[config.mk]
export PLATFORM = sky130hd
export DESIGN_NAME = data_transfer_instructions
export DESIGN_NICKNAME = d
export VERILOG_FILES = /design/src/transfer_pkg.sv /design/src/flag_calc.sv /design/src/data_transfer_instructions.sv
export SDC_FILE = /design/constraint.sdc
export NUM_CORES = 1
export LEC_CHECK = 0
export BUFFER_PORTS_ARGS = -buffer_cell sky130_fd_sc_hd__buf_2
export CAP_MARGIN = 20
export CORE_MARGIN = 8
export CORE_UTILIZATION = 46
export CTS_CLUSTER_SIZE = 25
export DETAILED_ROUTE_END_ITERATION = 16
export HOLD_SLACK_MARGIN = 0.05
export PLACE_DENSITY = 0.78
export REMOVE_ABC_BUFFERS = 1
export SKIP_CTS_REPAIR_TIMING = 1
export SLEW_MARGIN = 25
export SYNTH_ARGS = -nofsm -noshare
export SYNTH_HDL_FRONTEND = slang
export SYNTH_SLANG_ARGS = --single-unit
[constraint.sdc]
create_clock -name clk_sys -period 8.7 [get_ports clk_sys]
set_clock_uncertainty 0.1 [all_clocks]
set_input_delay 0.435 -clock clk_sys [delete_from_list [all_inputs] [get_ports clk_sys]]
set_output_delay 0.435 -clock clk_sys [all_outputs]
set_load 0.1 [all_outputs]
[src/transfer_pkg.sv]
// Shared constants and enumerations for the data-transfer execution block.
// Assumes the core supplies one operation request at a time while the block is idle.
package transfer_pkg;

    localparam int          DATA_W       = 8;
    localparam int          ADDR_W       = 8;
    localparam int          IO_ADDR_W    = 6;
    localparam int          TIMER_W      = 16;
    localparam logic [7:0]  BIT_ADDR_MAX = 8'h3F;
    localparam logic [7:0]  WORK_RESET   = 8'h00;
    localparam logic [15:0] SNAP_RESET   = 16'h0000;
    localparam logic [7:0]  ADDR_STEP    = 8'h01;

    // Operation codes presented on opCode together with opStart.
    typedef enum logic [3:0] {
        OP_LOAD_IMM             = 4'h0,
        OP_STORE_MEM            = 4'h1,
        OP_LOAD_MEM             = 4'h2,
        OP_LOAD_IO              = 4'h3,
        OP_STORE_IO             = 4'h4,
        OP_TIMER_READ_TO_RAM    = 4'h5,
        OP_TIMER_WRITE_FROM_RAM = 4'h6,
        OP_ADD_MEM              = 4'h7,
        OP_SUB_MEM              = 4'h8,
        OP_BIT_SET              = 4'h9,
        OP_BIT_CLEAR            = 4'hA
    } op_t;

    typedef enum logic [5:0] {
        ST_IDLE    = 6'h01,
        ST_MEMDATA = 6'h02,
        ST_IODATA  = 6'h04,
        ST_WRHI    = 6'h08,
        ST_TLO     = 6'h10,
        ST_THI     = 6'h20
    } state_t;

endpackage : transfer_pkg

[src/flag_calc.sv]
// Eight-bit add or subtract with the four arithmetic status flags.
// Purely combinational; the caller registers whatever it keeps.
module flag_calc
    import transfer_pkg::*;
(
    input  wire logic [7:0] opA,
    input  wire logic [7:0] opB,
    input  wire logic       subtract,
    output logic      [7:0] result,
    output logic            zero,
    output logic            carry,
    output logic            halfCarry,
    output logic            overflow
);

    logic [8:0] wide;
    logic [4:0] lowWide;

    always_comb begin
        if (subtract) begin
            wide    = {1'b0, opA} - {1'b0, opB};
            lowWide = {1'b0, opA[3:0]} - {1'b0, opB[3:0]};
        end else begin
            wide    = {1'b0, opA} + {1'b0, opB};
            lowWide = {1'b0, opA[3:0]} + {1'b0, opB[3:0]};
        end
        result    = wide[7:0];
        zero      = (wide[7:0] == 8'h00);
        // Bit 8 of the wide sum is carry out on add and borrow on subtract.
        carry     = wide[8];
        halfCarry = lowWide[4];
        if (subtract) begin
            overflow = (opA[7] != opB[7]) && (wide[7] != opA[7]);
        end else begin
            overflow = (opA[7] == opB[7]) && (wide[7] != opA[7]);
        end
    end

endmodule : flag_calc

[src/data_transfer_instructions.sv]
// Execution of the core's data-transfer operations plus the shared status flags.
// Assumes an asynchronous-read data memory and IO space: read data is valid in
// the same cycle as the registered read enable. The counter is sampled as given.
// Behaviour
// - Immediate load sets working register, flags kept.
// - Memory store writes working register, flags kept.
// - Memory load sets working register and zero.
// - IO load sets working register and zero.
// - IO store writes working register, flags kept.
// - Counter read stores 16-bit count, flags kept.
// - Counter write loads 16-bit word, flags kept.
// - Bit operations only on addresses 0 to 0x3F.
// - Zero result sets zero flag.
// - Carry flags unsigned carry or borrow.
// - Half carry flags low-nibble carry or borrow.
// - Overflow flags signed two's-complement range error.
module data_transfer_instructions
    import transfer_pkg::*;
(
    input  wire logic                 clk_sys,
    input  wire logic                 reset_n,
    input  wire logic                 opStart,
    input  wire logic [3:0]           opCode,
    input  wire logic [DATA_W-1:0]    immData,
    input  wire logic [ADDR_W-1:0]    memAddr,
    input  wire logic [2:0]           bitSel,
    input  wire logic [IO_ADDR_W-1:0] ioAddr,
    input  wire logic [DATA_W-1:0]    memRdData,
    input  wire logic [DATA_W-1:0]    ioRdData,
    input  wire logic [TIMER_W-1:0]   counterValue,
    output logic                      busy,
    output logic                      opDone,
    output logic                      bitAddrError,
    output logic [DATA_W-1:0]         workingRegister,
    output logic                      zeroFlag,
    output logic                      carryFlag,
    output logic                      nibbleHalfBit,
    output logic                      signedRangeError,
    output logic                      memRdEn,
    output logic                      memWrEn,
    output logic [ADDR_W-1:0]         memAddrOut,
    output logic [DATA_W-1:0]         memWrData,
    output logic                      ioRdEn,
    output logic                      ioWrEn,
    output logic [IO_ADDR_W-1:0]      ioAddrOut,
    output logic [DATA_W-1:0]         ioWrData,
    output logic                      counterLoad,
    output logic [TIMER_W-1:0]        counterLoadValue
);
    logic rstMeta_reg, rstSync_reg;
    // The release is synchronised so that no state leaves reset on a partial edge.
    always_ff @(posedge clk_sys or negedge reset_n) begin
        if (!reset_n) begin
            rstMeta_reg <= 1'b0;
            rstSync_reg <= 1'b0;
        end else begin
            rstMeta_reg <= 1'b1;
            rstSync_reg <= rstMeta_reg;
        end
    end
    state_t               state_reg,   state_next;
    op_t                  op_reg,      op_next;
    logic [2:0]           bit_reg,     bit_next;
    logic [TIMER_W-1:0]   snap_reg,    snap_next;
    logic [DATA_W-1:0]    work_reg,    work_next;
    logic                 zf_reg,      zf_next;
    logic                 cf_reg,      cf_next;
    logic                 hf_reg,      hf_next;
    logic                 of_reg,      of_next;
    logic                 busy_reg,    busy_next;
    logic                 done_reg,    done_next;
    logic                 berr_reg,    berr_next;
    logic                 mrd_reg,     mrd_next;
    logic                 mwr_reg,     mwr_next;
    logic [ADDR_W-1:0]    maddr_reg,   maddr_next;
    logic [DATA_W-1:0]    mdata_reg,   mdata_next;
    logic                 iord_reg,    iord_next;
    logic                 iowr_reg,    iowr_next;
    logic [IO_ADDR_W-1:0] ioaddr_reg,  ioaddr_next;
    logic [DATA_W-1:0]    iodata_reg,  iodata_next;
    logic                 cload_reg,   cload_next;
    logic [TIMER_W-1:0]   cvalue_reg,  cvalue_next;
    logic [DATA_W-1:0]    aluResult;
    logic                 aluZero,     aluCarry,    aluHalf,     aluOver;
    flag_calc flag_calc_i (.opA(work_reg), .opB(memRdData), .subtract(op_reg == OP_SUB_MEM),
        .result(aluResult), .zero(aluZero), .carry(aluCarry), .halfCarry(aluHalf),
        .overflow(aluOver));
    function automatic logic [DATA_W-1:0] bitMask(input logic [2:0] n);
        bitMask = 8'h01 << n;
    endfunction : bitMask
    always_comb begin
        state_next  = state_reg;
        op_next     = op_reg;
        bit_next    = bit_reg;
        snap_next   = snap_reg;
        work_next   = work_reg;
        zf_next     = zf_reg;
        cf_next     = cf_reg;
        hf_next     = hf_reg;
        of_next     = of_reg;
        busy_next   = busy_reg;
        done_next   = 1'b0;
        berr_next   = 1'b0;
        mrd_next    = 1'b0;
        mwr_next    = 1'b0;
        maddr_next  = maddr_reg;
        mdata_next  = mdata_reg;
        iord_next   = 1'b0;
        iowr_next   = 1'b0;
        ioaddr_next = ioaddr_reg;
        iodata_next = iodata_reg;
        cload_next  = 1'b0;
        cvalue_next = cvalue_reg;
        unique case (state_reg)
            ST_IDLE: begin
                if (opStart) begin
                    op_next    = op_t'(opCode);
                    bit_next   = bitSel;
                    maddr_next = memAddr;
                    busy_next  = 1'b1;
                    unique case (opCode)
                        OP_LOAD_IMM: begin
                            work_next = immData;
                            busy_next = 1'b0;
                            done_next = 1'b1;
                        end
                        OP_STORE_MEM: begin
                            mwr_next   = 1'b1;
                            mdata_next = work_reg;
                            busy_next  = 1'b0;
                            done_next  = 1'b1;
                        end
                        OP_LOAD_MEM, OP_ADD_MEM, OP_SUB_MEM: begin
                            mrd_next   = 1'b1;
                            state_next = ST_MEMDATA;
                        end
                        OP_LOAD_IO: begin
                            iord_next   = 1'b1;
                            ioaddr_next = ioAddr;
                            state_next  = ST_IODATA;
                        end
                        OP_STORE_IO: begin
                            iowr_next   = 1'b1;
                            ioaddr_next = ioAddr;
                            iodata_next = work_reg;
                            busy_next   = 1'b0;
                            done_next   = 1'b1;
                        end
                        OP_TIMER_READ_TO_RAM: begin
                            // The whole count is frozen here so the high byte
                            // written next cycle belongs to the same sample.
                            snap_next  = counterValue;
                            mwr_next   = 1'b1;
                            mdata_next = counterValue[7:0];
                            state_next = ST_WRHI;
                        end
                        OP_TIMER_WRITE_FROM_RAM: begin
                            mrd_next   = 1'b1;
                            state_next = ST_TLO;
                        end
                        OP_BIT_SET, OP_BIT_CLEAR: begin
                            if (memAddr > BIT_ADDR_MAX) begin
                                berr_next = 1'b1;
                                busy_next = 1'b0;
                                done_next = 1'b1;
                            end else begin
                                mrd_next   = 1'b1;
                                state_next = ST_MEMDATA;
                            end
                        end
                        default: begin
                            // Unknown codes complete at once; only the latched address and operands change.
                            busy_next = 1'b0;
                            done_next = 1'b1;
                        end
                    endcase
                end
            end
            ST_MEMDATA: begin
                if (op_reg == OP_LOAD_MEM) begin
                    work_next = memRdData;
                    zf_next  = (memRdData == 8'h00);
                end else if (op_reg == OP_ADD_MEM || op_reg == OP_SUB_MEM) begin
                    work_next = aluResult;
                    zf_next  = aluZero;
                    cf_next  = aluCarry;
                    hf_next  = aluHalf;
                    of_next  = aluOver;
                end else if (op_reg == OP_BIT_SET) begin
                    mwr_next   = 1'b1;
                    mdata_next = memRdData | bitMask(bit_reg);
                end else begin
                    mwr_next   = 1'b1;
                    mdata_next = memRdData & ~bitMask(bit_reg);
                end
                busy_next  = 1'b0;
                done_next  = 1'b1;
                state_next = ST_IDLE;
            end
            ST_IODATA: begin
                work_next  = ioRdData;
                zf_next    = (ioRdData == 8'h00);
                busy_next  = 1'b0;
                done_next  = 1'b1;
                state_next = ST_IDLE;
            end
            ST_WRHI: begin
                mwr_next   = 1'b1;
                maddr_next = maddr_reg + ADDR_STEP;
                mdata_next = snap_reg[15:8];
                busy_next  = 1'b0;
                done_next  = 1'b1;
                state_next = ST_IDLE;
            end
            ST_TLO: begin
                snap_next  = {8'h00, memRdData};
                mrd_next   = 1'b1;
                maddr_next = maddr_reg + ADDR_STEP;
                state_next = ST_THI;
            end
            ST_THI: begin
                // One load of all sixteen bits, never a byte at a time.
                cload_next  = 1'b1;
                cvalue_next = {memRdData, snap_reg[7:0]};
                busy_next   = 1'b0;
                done_next   = 1'b1;
                state_next  = ST_IDLE;
            end
        endcase
    end
    always_ff @(posedge clk_sys or negedge rstSync_reg) begin
        if (!rstSync_reg) begin
            state_reg  <= ST_IDLE;
            op_reg     <= OP_LOAD_IMM;
            bit_reg    <= 3'h0;
            snap_reg   <= SNAP_RESET;
            work_reg   <= WORK_RESET;
            zf_reg     <= 1'b0;
            cf_reg     <= 1'b0;
            hf_reg     <= 1'b0;
            of_reg     <= 1'b0;
            busy_reg   <= 1'b0;
            done_reg   <= 1'b0;
            berr_reg   <= 1'b0;
            mrd_reg    <= 1'b0;
            mwr_reg    <= 1'b0;
            maddr_reg  <= 8'h00;
            mdata_reg  <= 8'h00;
            iord_reg   <= 1'b0;
            iowr_reg   <= 1'b0;
            ioaddr_reg <= 6'h00;
            iodata_reg <= 8'h00;
            cload_reg  <= 1'b0;
            cvalue_reg <= SNAP_RESET;
        end else begin
            state_reg  <= state_next;
            op_reg     <= op_next;
            bit_reg    <= bit_next;
            snap_reg   <= snap_next;
            work_reg   <= work_next;
            zf_reg     <= zf_next;
            cf_reg     <= cf_next;
            hf_reg     <= hf_next;
            of_reg     <= of_next;
            busy_reg   <= busy_next;
            done_reg   <= done_next;
            berr_reg   <= berr_next;
            mrd_reg    <= mrd_next;
            mwr_reg    <= mwr_next;
            maddr_reg  <= maddr_next;
            mdata_reg  <= mdata_next;
            iord_reg   <= iord_next;
            iowr_reg   <= iowr_next;
            ioaddr_reg <= ioaddr_next;
            iodata_reg <= iodata_next;
            cload_reg  <= cload_next;
            cvalue_reg <= cvalue_next;
        end
    end
    assign busy             = busy_reg;
    assign opDone           = done_reg;
    assign bitAddrError     = berr_reg;
    assign workingRegister  = work_reg;
    assign zeroFlag         = zf_reg;
    assign carryFlag        = cf_reg;
    assign nibbleHalfBit    = hf_reg;
    assign signedRangeError = of_reg;
    assign memRdEn          = mrd_reg;
    assign memWrEn          = mwr_reg;
    assign memAddrOut       = maddr_reg;
    assign memWrData        = mdata_reg;
    assign ioRdEn           = iord_reg;
    assign ioWrEn           = iowr_reg;
    assign ioAddrOut        = ioaddr_reg;
    assign ioWrData         = iodata_reg;
    assign counterLoad      = cload_reg;
    assign counterLoadValue = cvalue_reg;
endmodule : data_transfer_instructions

==> results by group <==
Status
  • Status: complete, no violations

Synth
  • Cell taking the most area after synthesis: dfrtp_1
  • Post-synth EDFFs: 0
  • Avg Inst Size Synth: 9.58 um^2
  • Mapped Cells: 549
  • Synthesized cell area: 0.00526 mm^2
  • Most frequent cell after synthesis: dfrtp_1
  • YS warnings: 0
  • Async S/R FF share, synth: 100%
  • Post-synth cell types: 67
  • Synth top area share: 45.7%
  • Synth area leaders: dfrtp_1, mux2_2, nor2_1
  • #FFs+latches synth: 97
  • Commonest cells in the synthesized netlist: dfrtp_1, nor2_1, nand2_1
  • Main synth FF type: dfrtp_1
  • Seq/Total Area, Yosys: 46.2%

Route
  • DRT iter0 DRCs: 343
  • Detail Route Antenna Nets: 0
  • Via count: 4613
  • Drt first pass iters: 5
  • Vias per inst: 5.67
  • Total wire length: 14600 um
  • DRC: 0
  • DR WL/cell: 18.0 um

Worst setup path
  • Worst setup EP type: flop
  • Worst-path maximum fanout: 11
  • WP data required: 8.88 ns
  • Cell family with most CP delay: compound AO/OA/AOI/OAI gates
  • Bufs and invs on worst path: 1
  • Worst-path cell chain: nor4b_1, buf_4, mux2_2, fa_1, nand2b_1, a21oi_1, o21a_1, o31ai_1, o311ai_0, o21a_1
  • Crit path top cell by count: o21a_1
  • CP Class: reg -> reg
  • CP Launch Type: flop
  • CP max stage cell: dfrtp_1
  • CP arrival: 3.29 ns
  • CP max stage delay: 0.43 ns

Place
  • GPL Wtd Cong: 0.870
  • Port Buffers: 129
  • Placed Area: 0.00599 mm^2
  • Detail Placement HPWL: 11100 um

Floorplanning
  • Num rows: 39
  • Die Wd: 123 um
  • Die area: 0.0151 mm^2
  • Die Ht: 123 um
  • Core box area: 0.0113 mm^2
  • Starting Density: 46.7%
  • I/O pin count: 130

Min path
  • Worst min path class: reg -> async

Clock tree
  • H-tree depth: 3
  • Maximum root-to-sink buffer count: 2
  • CTS tree: built
  • Worst-path clk slew: 0.07 ns
  • Worst skew pair latency: 0.35 ns
  • TritonCTS Buffers: 9
  • CTS root buf: clkbuf_16
  • Clock Sinks: 97

Global routing
  • Vias in the first global route: 4679
  • Grt ovf: 0
  • Pin count of the biggest net entering global routing: 76
  • Initial antenna violation count: 0
  • Gr usage total: 19.7%
  • Global-route wire length before repair: 23500 um

Timing
  • Min Hold Slack: 0.105 ns
  • Post-layout min period: 3.11 ns
  • RSZ-0062 raised after global routing: no
  • Final hold violation count: 0
  • Max-slew headroom: 41.5%
  • Final clock period utilization by the worst path: 35.7%
  • Worst slew pin tran: 0.873 ns
  • TNS Setup: 0 ns
  • Slew Limit Fails: 0
  • Final setup vio count: 0
  • Peak Freq: 322 MHz

Finish
  • Area grow syn2layout: 19.3%
  • Utilization after layout: 55.7%
  • Share of cells above drive strength 1: 30.0%
  • Layout net count: 740
  • Antenna Cells: 0
  • Final Cell Area: 0.00628 mm^2
  • Fillers: 1009

Run
  • Max-cap violations: 0
[worst paths after layout]
path                                       startpoint                         endpoint  slack, ns  depth (start not counted)
worst max register to register  op_reg[0]$_DFFE_PN0P_   workingRegister[6]$_DFFE_PN0P_       5.59                         10
worst max-delay path            op_reg[0]$_DFFE_PN0P_   workingRegister[6]$_DFFE_PN0P_       5.59                         10
min in group clk_sys                 counterValue[12]         snap_reg[12]$_DFFE_PN0P_       0.18                          3
worst min-delay path            rstSync_reg$_DFF_PN0_                 opDone$_DFF_PN0_       0.11                          0
max in group asynchronous       rstSync_reg$_DFF_PN0_  counterLoadValue[2]$_DFFE_PN0P_       7.44                          1
worst min register to register  rstSync_reg$_DFF_PN0_                 opDone$_DFF_PN0_       0.11                          0
[metrics by stage]
| step | instances | setup slack, ns |
|---|---|---|
| after floorplan | 521 | 5.11 |
| after global placement | 796 | 5.50 |
| after detailed placement | 796 | 5.43 |
| after CTS | 812 | 5.61 |
| after global routing | 813 | 5.46 |
| final | 813 | 5.59 |
[placed cells by master, fill, tap and decap left out, types with 3 or more instances in the layout]
master	count
or3_1	4
a222oi_1	3
inv_1	19
o31ai_1	3
nand3_1	15
ha_1	10
a21oi_1	40
o21ai_0	27
nor4_1	7
nand3b_1	4
xnor2_1	13
nor2b_1	5
clkinvlp_4	3
clkbuf_16	9
dfrtp_1	95
nor3b_1	6
a31oi_1	8
nor3_1	6
or2_2	3
a221oi_1	8
nor2_1	66
a22oi_1	4
nand2_1	60
buf_2	129
a211oi_1	3
mux2i_1	11
nand2b_1	8
xor2_1	3
o22ai_1	12
mux2_2	33
o21a_1	3
[routing by layer]
| layer | share of wire, % | wire length (um) | GRT usage, % | vias to the layer above |
|---|---|---|---|---|
| met4 | 1.8 | 257 | 7.16 | 0 |
| li1 | - | - | - | 2193 |
| met5 | 0 | 0 | 0 | - |
| met2 | 47 | 6850 | 32.2 | 170 |
| met3 | 7.6 | 1120 | 4.29 | 20 |
| met1 | 44 | 6420 | 25.4 | 2230 |
[area by class of cell]
class / instances / area (um^2) / area share, %
tap: 143 / 179 / 2.85
multi-input combinational: 405 / 2640 / 42.1
inverter: 19 / 71.3 / 1.14
clock inverter: 5 / 40.0 / 0.638
clock buffer: 11 / 233 / 3.71
timing repair buffer: 133 / 682 / 10.9
sequential: 97 / 2430 / 38.7
[logic make-up after synthesis]
| kind of cell | Yosys count | share of synthesized area [%] |
|---|---|---|
| flip-flops | 97 | 46.2 |
| XOR/XNOR | 16 | 2.66 |
| AO/OA/AOI/OAI | 130 | 16.1 |
| adder cells (fa/ha/maj) | 11 | 2.76 |
| other | 1 | 0.0713 |
| AND/OR/NAND/NOR | 203 | 19.5 |
| buffers and inverters | 47 | 3.64 |
| multiplexers | 44 | 9.16 |
[worst reg2reg max path, cell delays in order (launching register included)]
cell	delay, ns
dfrtp_1	0.43
nor4b_1	0.33
buf_4	0.25
mux2_2	0.38
fa_1	0.43
nand2b_1	0.18
a21oi_1	0.22
o21a_1	0.14
o31ai_1	0.09
o311ai_0	0.30
o21a_1	0.17
Power is left out: the tool's default activity adds up to more than one toggle a clock period on the data nets, which glitch-free logic cannot reach.
